### src/logic/sdfm_pkg.sv
// Constants, field positions and carrier types of the serial diagnostic fault manager.
// Assumes one 25 MHz system clock shared by every module of the block.
`default_nettype none

package sdfm_pkg;

  // ******************************************************************
  // Timing.
  // ******************************************************************
  localparam int unsigned SDFM_CLK_HZ          = 25000000;
  localparam int unsigned SDFM_WARN_TIME_MIN   = 30;
  localparam int unsigned SDFM_COMM_TIMEOUT_MS = 100;
  localparam logic [39:0] SDFM_WARN_CYCLES =
    40'(64'(SDFM_WARN_TIME_MIN) * 64'h3C * 64'(SDFM_CLK_HZ));
  localparam logic [31:0] SDFM_COMM_CYCLES =
    32'(64'(SDFM_COMM_TIMEOUT_MS) * 64'(SDFM_CLK_HZ) / 64'h3E8);

  // ******************************************************************
  // Chain frame and byte fields.
  // ******************************************************************
  localparam int unsigned SDFM_MAX_DEVICES = 31;
  localparam int unsigned SDFM_SLOT_BITS   = 16;
  localparam int unsigned SDFM_REQ_MAGNET  = 0;
  localparam int unsigned SDFM_REQ_RESET   = 7;
  localparam logic [7:0]  SDFM_BYTE_ZERO   = 8'h00;
  localparam logic [15:0] SDFM_SLOT_ZERO   = 16'h0000;

  // ******************************************************************
  // Types.
  // ******************************************************************
  typedef enum logic [2:0] {
    SDFM_ST_RUN  = 3'b001,
    SDFM_ST_ERR  = 3'b010,
    SDFM_ST_LOCK = 3'b100
  } sdfm_state_t;

  typedef struct packed {
    logic ext_volt_a;
    logic ext_volt_b;
    logic cross_short;
    logic over_temp;
    logic out_fault_a;
    logic out_fault_b;
    logic out_short;
    logic actuator_fault;
    logic internal_err;
    logic under_volt;
  } sdfm_diag_t;

  typedef struct packed {
    logic door_closed;
    logic actuator_detected;
    logic actuator_locked;
    logic safety_input_a;
    logic safety_input_b;
  } sdfm_sense_t;

endpackage

`default_nettype wire

### src/logic/sdfm_warn_timer.sv
// Warning persistence timer of the serial diagnostic fault manager.
// Assumes an asynchronous active-low reset already released in step with the clock.
`default_nettype none

module sdfm_warn_timer
  import sdfm_pkg::*;
#(
  parameter logic [39:0] LIMIT = SDFM_WARN_CYCLES
) (
  // Clock and reset.
  input  wire logic clk_sys_i,
  input  wire logic rst_n_i,
  // Warning level and expiry.
  input  wire logic warn_i,
  output logic      expired_o
);

  logic [39:0] cnt_q;
  logic [39:0] cnt_d;

  // ******************************************************************
  // Counts while the warning stands and restarts when it drops.
  // ******************************************************************
  always_comb begin
    cnt_d = cnt_q;
    if (!warn_i) begin
      cnt_d = '0;
    end else if (cnt_q != LIMIT) begin
      cnt_d = cnt_q + 40'h0000000001;
    end
  end

  always_ff @(posedge clk_sys_i or negedge rst_n_i) begin
    if (!rst_n_i) begin
      cnt_q <= '0;
    end else begin
      cnt_q <= cnt_d;
    end
  end

  assign expired_o = warn_i && (cnt_q == LIMIT);

endmodule

`default_nettype wire

### src/logic/sdfm_serial_link.sv
// Chain slot shifter of the serial diagnostic fault manager.
// Assumes the gateway frames each transfer with a level and shifts one bit per clock.
`default_nettype none

module sdfm_serial_link
  import sdfm_pkg::*;
(
  // Clock and reset.
  input  wire logic        clk_sys_i,
  input  wire logic        rst_n_i,
  // Serial diagnostic line.
  input  wire logic        frame_i,
  input  wire logic        sd_in_i,
  output logic             sd_out_o,
  // Slot contents.
  input  wire logic [15:0] load_word_i,
  output logic [7:0]       req_o,
  output logic             req_valid_o,
  output logic             frame_err_o
);

  logic [15:0] sh_q,    sh_d;
  logic [3:0]  cnt_q,   cnt_d;
  logic        frame_q;
  logic [7:0]  req_q,   req_d;
  logic        val_q,   val_d;
  logic        ferr_q,  ferr_d;

  // ******************************************************************
  // Shifts the slot during a frame and swaps it at the frame end.
  // ******************************************************************
  always_comb begin
    sh_d   = sh_q;
    cnt_d  = cnt_q;
    req_d  = req_q;
    val_d  = 1'b0;
    ferr_d = 1'b0;
    if (frame_i) begin
      sh_d  = {sh_q[14:0], sd_in_i};
      cnt_d = cnt_q + 4'h1;
    end else if (frame_q) begin
      cnt_d = 4'h0;
      sh_d  = load_word_i;
      if (cnt_q == 4'h0) begin
        req_d = sh_q[15:8];
        val_d = 1'b1;
      end else begin
        ferr_d = 1'b1;
      end
    end
  end

  always_ff @(posedge clk_sys_i or negedge rst_n_i) begin
    if (!rst_n_i) begin
      sh_q    <= SDFM_SLOT_ZERO;
      cnt_q   <= 4'h0;
      frame_q <= 1'b0;
      req_q   <= SDFM_BYTE_ZERO;
      val_q   <= 1'b0;
      ferr_q  <= 1'b0;
    end else begin
      sh_q    <= sh_d;
      cnt_q   <= cnt_d;
      frame_q <= frame_i;
      req_q   <= req_d;
      val_q   <= val_d;
      ferr_q  <= ferr_d;
    end
  end

  assign sd_out_o    = sh_q[15];
  assign req_o       = req_q;
  assign req_valid_o = val_q;
  assign frame_err_o = ferr_q;

endmodule

`default_nettype wire

### src/logic/sdfm_top.sv
// Serial diagnostic and fault manager of a guard door solenoid interlock.
// Assumes sensing inputs are synchronous to clk_sys_i and the gateway frames the chain.
//
// Function
// - Chain carries up to 31 devices.
// - Diagnostic traffic passes serial input to output.
// - Each slot returns state without any poll.
// - Lost communication keeps present switching state.
// - Internal error disables both safety outputs.
// - Error clears on ack falling or door open.
// - Output faults hold until the next release.
// - Double output fault or short locks out.
// - Only power cycle clears the lockout.
// - Minor faults warn while outputs stay on.
// - Warning clears by itself when cause leaves.
// - Warning lasting 30 minutes switches outputs off.
// - Request bit 0 energises the magnet.
// - Response byte carries state, warning, error.
// - Detail byte follows a warning or error.
// - Warning detail byte field layout.
// - Error detail byte field layout.
`default_nettype none

module sdfm_top
  import sdfm_pkg::*;
#(
  parameter logic [39:0] WARN_CYCLES = SDFM_WARN_CYCLES,
  parameter logic [31:0] COMM_CYCLES = SDFM_COMM_CYCLES
) (
  // Clock and reset.
  input  wire logic        clk_sys_i,
  input  wire logic        rst_n_i,
  // Serial diagnostic line.
  input  wire logic        serial_diag_line_frame_i,
  input  wire logic        serial_diag_line_i,
  output logic             serial_diag_line_o,
  // Sensing and fault detection.
  input  wire sdfm_sense_t sense_i,
  input  wire sdfm_diag_t  diag_i,
  // Actuation and indication.
  output logic             safety_output_a_o,
  output logic             safety_output_b_o,
  output logic             magnet_o,
  output logic             red_flash_o,
  output logic             lockout_o
);

  // ******************************************************************
  // Reset release.
  // ******************************************************************
  logic rst_meta_q;
  logic rst_sync_q;
  logic rst_n;

  always_ff @(posedge clk_sys_i or negedge rst_n_i) begin
    if (!rst_n_i) begin
      rst_meta_q <= 1'b0;
      rst_sync_q <= 1'b0;
    end else begin
      rst_meta_q <= 1'b1;
      rst_sync_q <= rst_meta_q;
    end
  end

  assign rst_n = rst_sync_q;

  // ******************************************************************
  // Chain slot.
  // ******************************************************************
  logic [7:0]  req;
  logic        req_valid;
  logic        frame_err;
  logic [15:0] load_word;

  // Each device inserts one slot into the ring.
  sdfm_serial_link u_link (
    .clk_sys_i   (clk_sys_i),
    .rst_n_i     (rst_n),
    .frame_i     (serial_diag_line_frame_i),
    .sd_in_i     (serial_diag_line_i),
    .sd_out_o    (serial_diag_line_o),
    .load_word_i (load_word),
    .req_o       (req),
    .req_valid_o (req_valid),
    .frame_err_o (frame_err)
  );

  // ******************************************************************
  // Warning collection and timer.
  // ******************************************************************
  logic       comm_err_q, comm_err_d;
  logic [31:0] comm_cnt_q, comm_cnt_d;
  logic [7:0] warn_byte;
  logic       warn;
  logic       warn_expired;

  always_comb begin
    comm_cnt_d = comm_cnt_q;
    comm_err_d = comm_err_q;
    if (req_valid) begin
      comm_cnt_d = 32'h00000000;
      comm_err_d = 1'b0;
    end else if (frame_err || comm_cnt_q == COMM_CYCLES) begin
      comm_err_d = 1'b1;
    end else begin
      comm_cnt_d = comm_cnt_q + 32'h00000001;
    end
  end

  always_ff @(posedge clk_sys_i or negedge rst_n) begin
    if (!rst_n) begin
      comm_cnt_q <= 32'h00000000;
      comm_err_q <= 1'b0;
    end else begin
      comm_cnt_q <= comm_cnt_d;
      comm_err_q <= comm_err_d;
    end
  end

  // Warning bits follow their causes directly.
  assign warn_byte = {diag_i.under_volt, comm_err_q, diag_i.internal_err, 1'b0,
                      diag_i.over_temp, diag_i.cross_short,
                      diag_i.ext_volt_b, diag_i.ext_volt_a};
  assign warn = |warn_byte;

  sdfm_warn_timer #(
    .LIMIT (WARN_CYCLES)
  ) u_warn_timer (
    .clk_sys_i (clk_sys_i),
    .rst_n_i   (rst_n),
    .warn_i    (warn),
    .expired_o (warn_expired)
  );

  // ******************************************************************
  // Fault classification.
  // ******************************************************************
  sdfm_state_t state_q, state_d;
  logic fault_a_q, fault_a_d;
  logic fault_b_q, fault_b_d;
  logic expired_q, expired_d;
  logic ack_q, ack_d;
  logic door_q;
  logic ack_fall;
  logic door_opened;
  logic err_cause;

  assign ack_fall    = req_valid && ack_q && !req[SDFM_REQ_RESET];
  assign door_opened = door_q && !sense_i.door_closed;

  always_comb begin
    ack_d = ack_q;
    if (req_valid) begin
      ack_d = req[SDFM_REQ_RESET];
    end
    // Output faults hold until the next release; a new fault wins.
    fault_a_d = diag_i.out_fault_a || (fault_a_q && !door_opened);
    fault_b_d = diag_i.out_fault_b || (fault_b_q && !door_opened);
    expired_d = warn_expired || (expired_q && warn);
    err_cause = diag_i.internal_err || diag_i.actuator_fault || fault_a_d || fault_b_d ||
                expired_d;
    state_d = state_q;
    case (state_q)
      SDFM_ST_RUN: begin
        if (err_cause) begin
          state_d = SDFM_ST_ERR;
        end
      end
      SDFM_ST_ERR: begin
        if (!err_cause && (ack_fall || door_opened)) begin
          state_d = SDFM_ST_RUN;
        end
      end
      SDFM_ST_LOCK: begin
        state_d = SDFM_ST_LOCK;
      end
      default: begin
        state_d = SDFM_ST_ERR;
      end
    endcase
    if ((fault_a_q && fault_b_q) || diag_i.out_short) begin
      state_d = SDFM_ST_LOCK;
    end
  end

  always_ff @(posedge clk_sys_i or negedge rst_n) begin
    if (!rst_n) begin
      state_q   <= SDFM_ST_RUN;
      fault_a_q <= 1'b0;
      fault_b_q <= 1'b0;
      expired_q <= 1'b0;
      ack_q     <= 1'b0;
      door_q    <= 1'b0;
    end else begin
      state_q   <= state_d;
      fault_a_q <= fault_a_d;
      fault_b_q <= fault_b_d;
      expired_q <= expired_d;
      ack_q     <= ack_d;
      door_q    <= sense_i.door_closed;
    end
  end

  // ******************************************************************
  // Outputs and response slot.
  // ******************************************************************
  logic out_en_d, out_en_q;
  logic magnet_d, magnet_q;
  logic flash_d, flash_q;
  logic lock_d, lock_q;
  logic is_err;
  logic [7:0] rsp_byte;
  logic [7:0] err_byte;

  assign is_err = (state_q != SDFM_ST_RUN);

  always_comb begin
    out_en_d = (state_d == SDFM_ST_RUN) && !diag_i.internal_err && sense_i.door_closed &&
               sense_i.actuator_locked && sense_i.safety_input_a && sense_i.safety_input_b;
    // Magnet only moves on a good request; otherwise it holds.
    magnet_d = magnet_q;
    if (req_valid) begin
      magnet_d = req[SDFM_REQ_MAGNET];
    end
    flash_d = warn || (state_d != SDFM_ST_RUN);
    lock_d   = (state_d == SDFM_ST_LOCK);
  end

  always_ff @(posedge clk_sys_i or negedge rst_n) begin
    if (!rst_n) begin
      out_en_q <= 1'b0;
      magnet_q <= 1'b0;
      flash_q  <= 1'b0;
      lock_q   <= 1'b0;
    end else begin
      out_en_q <= out_en_d;
      magnet_q <= magnet_d;
      flash_q  <= flash_d;
      lock_q   <= lock_d;
    end
  end

  // Response and detail bytes of this device's slot.
  assign rsp_byte = {is_err, warn, sense_i.door_closed,
                     sense_i.safety_input_a && sense_i.safety_input_b, 1'b0,
                     sense_i.actuator_detected && sense_i.actuator_locked,
                     sense_i.actuator_detected, out_en_q};
  assign err_byte = {2'b00, diag_i.internal_err, diag_i.actuator_fault,
                     expired_q && diag_i.over_temp, diag_i.out_short,
                     fault_b_q, fault_a_q};
  assign load_word = {rsp_byte, is_err ? err_byte : warn_byte};

  assign safety_output_a_o = out_en_q;
  assign safety_output_b_o = out_en_q;
  assign magnet_o          = magnet_q;
  assign red_flash_o       = flash_q;
  assign lockout_o         = lock_q;
endmodule

`default_nettype wire

### config.mk
export PLATFORM = sky130hd
export DESIGN_NAME = sdfm_top
export DESIGN_NICKNAME = d
export VERILOG_FILES = /design/src/logic/sdfm_pkg.sv /design/src/logic/sdfm_warn_timer.sv /design/src/logic/sdfm_serial_link.sv /design/src/logic/sdfm_top.sv
export SDC_FILE = /design/constraint.sdc
export NUM_CORES = 1
export LEC_CHECK = 0
export ABC_AREA = 1
export BUFFER_PORTS_ARGS = -buffer_cell sky130_fd_sc_hd__buf_2
export CORE_MARGIN = 2
export CORE_UTILIZATION = 55
export DETAILED_ROUTE_END_ITERATION = 6
export MAX_ROUTING_LAYER = met4
export PLACE_DENSITY = 0.84
export SYNTH_ARGS = -nofsm -noshare
export SYNTH_HDL_FRONTEND = slang
export SYNTH_SLANG_ARGS = --single-unit
### constraint.sdc
create_clock -name clk_sys_i -period 3.23 [get_ports clk_sys_i]
set_clock_uncertainty 0.1 [all_clocks]
set_input_delay 0.323 -clock clk_sys_i [delete_from_list [all_inputs] [get_ports clk_sys_i]]
set_output_delay 0.323 -clock clk_sys_i [all_outputs]
set_load 0.005 [all_outputs]
==> key figures, run 1 <==
Floorplan
  – Num rows: 39
  – Starting Density: 0.561
  – I/O Pins: 25
  – DIE HEIGHT: 112 um
  – Core area: 0.0114 mm^2
  – DIE AREA: 0.0125 mm^2
  – Die W: 112 um

Logic synthesis
  – Top FF cell, synth: dfrtp_1
  – FF+latch count, synth: between 100 and 150
  – Synthesized area: 0.00638 mm^2
  – Yosys warning total: 0
  – Distinct cell type count after synthesis: 45
  – Syn_area_per_cell: 7.60 um^2
  – Synth async-reset ratio: 1.00
  – Seq/Total Area, Yosys: 0.440
  – Number of synthesized flops with an enable pin: 0
  – Post-synthesis cell count: 839
  – Post-Syn Nets: 864

GRT
  – Largest net degree at the start of global routing: 93
  – First-pass GRT wire length: 25100 um
  – Vias in the first global route: ~5300
  – GRT overflow: 0
  – Tot GR Track Use: 0.253
  – Initial antenna violation count: 0

Power
  – Pint: approximately 2.5 mW
  – Reg power frac: 0.497
  – Clock network fraction of design power: 0.288
  – Logic pwr share: 0.215
  – Leak Pwr: 3.06 nW
  – VDD IR max: between 0.4 and 0.5 mV
  – NetSw: 1.35 mW
  – Total power: between 3 and 4 mW
  – Power density cells: 552 mW/mm^2
  – Net Sw Frac: 0.352

STA
  – Actual slew at the worst max-slew pin: 0.574 ns
  – Fmax: 0.467 GHz
  – Final hold slack: 0.0137 ns
  – Setup TNS: 0 ns
  – Final critical-path required period: 2.14 ns
  – Setup Viol. Count Final: 0
  – Worst rel slew slack: 0.616
  – Final period util: 0.662
  – Unrepaired setup endpoints after global routing: no
  – Slew Limit Fails: 0
  – Fin worst setup slack: 1.09 ns
  – Final hold viol count: 0

Place
  – DP Worst Slack: 1.16 ns
  – Port bufs: 24
  – Routability Congestion: 0.979
  – Detailed Place HPWL: 10600 um

Critical path
  – R2R cell count: 9
  – Worst Path Required: about 3.4 ns
  – Crit. End Element: register
  – Critical path endpoint: comm_cnt_q[23]$_DFFE_PN0P_
  – CP Max Fanout: 27
  – Reg-to-reg startpoint: comm_cnt_q[0]$_DFFE_PN0P_
  – Kind of critical path: register to register
  – Crit path from: comm_cnt_q[0]$_DFFE_PN0P_
  – Capture point of the worst reg-to-reg path: comm_cnt_q[23]$_DFFE_PN0P_
  – Startpoint types: register
  – Arrival time worst endpoint: around 2.3 ns
  – R2R setup slack: about 1.1 ns

Drt
  – Wirelength per Cell: around 14 um
  – Detail Route Antenna Nets: 0
  – Starting DRT DRC Count: around 470
  – Via/cell ratio: 5.61
  – DRC: 0
  – Total number of vias: between 5000 and 6000
  – Routed wire length: around 15000 um
  – First-pass iteration count of the detailed router: 5

CTS
  – Total CTS buffers: 9
  – CTS resizes: 0
  – Clk buf depth: 2
  – Hold_buf cts: 1
  – Post-CTS Setup Repair Bufs: 0
  – CTS H-tree depth: 3
  – Root Buffer: clkbuf_16
  – Clk slew on worst S/H paths: approximately 0.080 ns
  – Clock latency on the worst-skew pair: 0.36 ns
  – CTS sink count: ~110
  – CTS tree: yes

Cells and area
  – Share of post-route cells with drive strength above 1: 0.0991
  – Inserted Diodes: 0
  – Filler cells: 1016
  – Area grow syn2layout: 8.51%
  – Final net count: about 890
  – Post-Route Utilization: 0.609

Hold path
  – WHS Path Cells: 1
  – Hold Crit Class: input port to register

Job
  – MaxCap Viol Count: 0

Status
  – Outcome: completed
## cell usage in the layout, fill, tap and decap left out, types with 23 or more instances in the layout
| cell | n |
|---|---|
| a21oi_1 | 23 |
| nor2_1 | 125 |
| o21ai_0 | 36 |
| buf_2 | 24 |
| nand2_1 | 204 |
| nor3_1 | 30 |
| dfrtp_1 | 110 |
| inv_1 | 87 |
| nand4_1 | 34 |
| nand3_1 | 50 |
## synth_stat cells, drive strengths merged (5+ instances only)
cell    number  area, um^2
nor2       137         579
o21ai       52         302
nand2      211         825
a22oi        9        67.6
inv         88         330
nand4       35         225
buf          9        70.1
xor2        18         158
nand3       52         270
nor4         7        62.6
dfrtp      111        2780
a31oi        5        31.3
o211ai       7        52.6
nor3        32         170
clkbuf       7        26.3
a21oi       23         115
xnor2        9        78.8
ha           6        75.1
## worst min path at each step
stage | start | endpoint | slack [ns]
final | sense_i[4] | door_q$_DFF_PN0_ | 0.01
after global routing | sense_i[4] | door_q$_DFF_PN0_ | 0.02
after CTS | sense_i[4] | door_q$_DFF_PN0_ | 0.007
after detailed placement | rst_n_i | rst_meta_q$_DFF_PN0_ | 0.009
after global placement | rst_n_i | rst_meta_q$_DFF_PN0_ | 0.009
after floorplan | rst_n_i | rst_meta_q$_DFF_PN0_ | -0.07
## power groups by stage
stage	Combinational [mW]	Clock, mW	Sequential [mW]
5_1_grt	0.959	1.17	1.94
4_1_cts	0.820	1.12	1.89
3_5_place_dp	0.813	0	1.92
3_3_place_gp	0.789	0	1.91
6_report	0.822	1.10	1.90
2_1_floorplan	0.647	0	1.87
## layer usage
| layer | up-vias | wire length [um] | GRT usage | share of wire |
|---|---|---|---|---|
| met5 | - | 0 | - | 0 |
| li1 | 2803 | - | - | - |
| met1 | 2630 | 6720 | 0.355 | 0.46 |
| met3 | 31 | 809 | 0.0446 | 0.056 |
| met4 | 0 | 303 | 0.0864 | 0.021 |
| met2 | 204 | 6670 | 0.374 | 0.46 |
## layout make-up
| type | count | area (um^2) | area share |
|---|---|---|---|
| Clock inverter | 7 | 58.8 | 0.00850 |
| Inverter | 91 | 342 | 0.0494 |
| Sequential cell | 112 | 2810 | 0.406 |
| Tap cell | 143 | 179 | 0.0259 |
| Clock buffer | 9 | 225 | 0.0325 |
| Timing Repair Buffer | 29 | 173 | 0.0250 |
| Multi-Input combinational cell | 620 | 3140 | 0.453 |
## cells by family after synthesis
group | after synthesis | synth area share
AO/OA/AOI/OAI | 102 | 0.0963
other | 1 | 0.000588
multiplexers | 2 | 0.00314
flip-flops | 112 | 0.440
buffers and inverters | 107 | 0.0687
adder cells (fa/ha/maj) | 6 | 0.0118
AND/OR/NAND/NOR | 482 | 0.343
XOR/XNOR | 27 | 0.0371
## worst max-delay path, stage by stage, from the launching register on
cell	delay [ns]
dfrtp_1	0.42
inv_1	0.13
ha_1	0.17
nand2_1	0.05
nor3_1	0.22
nand3_2	0.12
nand2_4	0.28
nand2_4	0.28
nand2_1	0.17
o21ai_2	0.06
## state kept, by name, summed over array words and instances (netlist names), 2 cells and up
register,count
u_warn_timer.cnt_q,40
u_link.cnt_q,4
comm_cnt_q,32
state_q,3
u_link.sh_q,16
u_link.req_o,2
## per-stage QoR
stage	instance area, um^2	std cells
final	6920	1011
after global routing	6920	1011
after CTS	6920	1011
after detailed placement	6630	994
after global placement	6630	994
after floorplan	6380	839
No activity file was read; power rests on OpenSTA's default activity.
==> run 2, diff against run 1 <==
PLACE_DENSITY = 0.81   (was 0.84)
clock period = 1.99 ns   (was 3.23 ns; I/O delays follow)
==> run 2 against run 1 <==
Against the previous run: non-clock buffer count increased by 20; setup slack worse by 1.0 ns; sequential cell count did not move; maximum frequency grew 12%; cell count up 2.1%; routed wire length rose by 5.3%; die area unchanged; critical path type unchanged; clock power is 74% higher; largest cell class unchanged.
==> key figures, run 2 (synthesis results as in run 1) <==
Status
  – Outcome: completed

Floorplan
  – Starting Density: 0.561
  – DIE AREA: 0.0125 mm^2
  – I/O Pins: 25
  – Num rows: 39
  – DIE HEIGHT: 112 um
  – Die W: 112 um
  – Core area: 0.0114 mm^2

Critical path
  – Worst Path Required: 2.13 ns
  – R2R cell count: 7
  – Crit. End Element: register
  – Slowest CP cell: nor4_1
  – Capture point of the worst reg-to-reg path: u_warn_timer.cnt_q[28]$_DFFE_PN0N_
  – Top cell by count, worst path: inv_1
  – Kind of critical path: register to register
  – Critical path endpoint: u_warn_timer.cnt_q[28]$_DFFE_PN0N_
  – CP Max Fanout: 5
  – Worst path max stage delay: 0.51 ns
  – R2R setup slack: 0.09 ns
  – Crit path from: u_warn_timer.cnt_q[1]$_DFFE_PN0N_
  – Reg-to-reg startpoint: u_warn_timer.cnt_q[1]$_DFFE_PN0N_
  – Buf/Inv on CP: 2
  – Worst-path cell chain: ha_2 -> inv_1 -> nor2_4 -> inv_1 -> nor4_1 -> xor2_1 -> nor2_1
  – Crit path max-delay family: simple AND/OR/NAND/NOR gates
  – Startpoint types: register
  – Arrival time worst endpoint: 2.04 ns
  – WP depth: 7

CTS
  – Root Buffer: clkbuf_16
  – CTS tree: yes
  – Clk slew on worst S/H paths: around 0.07 ns
  – CTS sink count: 112
  – Clock latency on the worst-skew pair: 0.36 ns
  – Clk buf depth: 2
  – Total CTS buffers: 9
  – CTS H-tree depth: 3

Power
  – Leak Pwr: 3.17 nW
  – Total power: 6.40 mW
  – Power density cells: 892 mW/mm^2
  – VDD IR max: about 0.8 mV

Place
  – Detailed Place HPWL: 11000 um
  – Port bufs: 24
  – Placed Area: between 0.006 and 0.007 mm^2
  – Routability Congestion: 0.988

STA
  – Final critical-path required period: 1.90 ns
  – Setup Viol. Count Final: 0
  – Fmax: 0.526 GHz
  – Slew Limit Fails: 0
  – Final hold viol count: 0
  – Actual slew at the worst max-slew pin: between 0.5 and 0.6 ns
  – Worst rel slew slack: 0.642
  – Final period util: 0.956

GRT
  – GRT overflow: 0
  – Initial antenna violation count: 0
  – Vias in the first global route: about 5500
  – First-pass GRT wire length: 25800 um
  – Tot GR Track Use: 0.262
  – Largest net degree at the start of global routing: 41

Hold path
  – Hold Crit Class: input port to register

Cells and area
  – Final std cell area, no fill: approximately 0.007 mm^2
  – Share of post-route cells with drive strength above 1: 0.117
  – Filler cells: 939
  – Final net count: 909
  – Inserted Diodes: 0
  – Largest Register: u_warn_timer.cnt_q
  – Most common cell after layout, fill and taps aside: nand2_1
  – Max FFs per register: 40
  – Commonest non-fill, non-tap cells in the layout: nand2_1, nor2_1, dfrtp_1
  – Largest regs: u_warn_timer.cnt_q x40, comm_cnt_q x32, u_link.sh_q x16
  – Area grow syn2layout: 12.6%

Drt
  – Routed wire length: 15300 um
  – Detail Route Antenna Nets: 0
  – Wirelength per Cell: 14.8 um
  – Via/cell ratio: 5.60
  – DRC: 0
  – First-pass iteration count of the detailed router: 5
  – Total number of vias: around 5800
  – Starting DRT DRC Count: ~570

Job
  – MaxCap Viol Count: 0
-- run 2: changes by cell type in the layout (fill, tap and decap cells not counted), moves of 2 or more --
cell and change:
buf_4 +13, dlygate4sd3_1 +6, clkinv_2 -2, inv_6 -2, nand2_8 +2, nor3_1 -2
nor3_2 +2
-- run 2: worst register-to-register path, cell delays in order (launching register included) --
cell and delay, ns:
dfrtp_1 0.39, ha_2 0.23, inv_1 0.08, nor2_4 0.16, inv_1 0.09, nor4_1 0.51, xor2_1 0.18, nor2_1 0.06
-- run 2: area by class of cell --
class / count / area (um^2) / share of cell area
clock buffer: 11 / 243 / 0.0338
clock inverter: 5 / 70.1 / 0.00976
inverter: 91 / 342 / 0.0476
multi-input combinational: 621 / 3190 / 0.444
sequential: 112 / 2810 / 0.391
tap: 143 / 179 / 0.0249
timing repair buffer: 49 / 350 / 0.0488
-- run 2: per-layer routing --
| layer | vias up | wire [um] | track usage | part of all wire |
|---|---|---|---|---|
| li1 | 2832 | - | - | - |
| met1 | 2729 | 7040 | 0.359 | 0.46 |
| met2 | 198 | 7130 | 0.400 | 0.47 |
| met3 | 24 | 883 | 0.0577 | 0.058 |
| met4 | 0 | 228 | 0.0700 | 0.015 |
| met5 | - | 0 | - | 0 |
-- run 2: what timing repair did --
| action | in CTS | in global routing |
|---|---|---|
| hold buffers | 7 | 0 |
| buffers inserted | 0 | 4 |
| hold endpoints to repair | 10 | 0 |
| resized for setup | 0 | 7 |
| setup endpoints to repair | 0 | 31 |
-- run 2: power breakdown --
part	internal, mW	leakage, nW	switching (mW)
combinational	0.517	1.61	0.889
sequential	2.66	1.41	0.429
clock	1.04	0.154	0.868
-- run 2: worst min-delay path by stage --
stage,start,to,slack [ns],cells after the start
final,sense_i[2],u_link.sh_q[10]$_DFFE_PN0P_,0.01,3
after detailed placement,rst_n_i,rst_meta_q$_DFF_PN0_,-0.11,1
after global placement,rst_n_i,rst_meta_q$_DFF_PN0_,-0.11,1
after CTS,sense_i[2],u_link.sh_q[10]$_DFFE_PN0P_,0.007,3
after global routing,diag_i[6],u_link.sh_q[3]$_DFFE_PN0P_,0.02,3
after floorplan,rst_n_i,rst_meta_q$_DFF_PN0_,-0.20,0
-- run 2: through the flow --
step	setup TNS [ns]	utilization	hold slack (ns)	setup WS [ns]	instances
global placement	0	0.591	-0.114	0.0555	1004
detailed placement	0	0.591	-0.113	0.0163	1004
global route	-0.0145	0.631	0.0195	-0.00990	1032
finish	0	0.631	0.0127	0.0878	1032
CTS	0	0.624	0.00651	0.0109	1027
floorplan	0	-	-0.197	0.0177	839
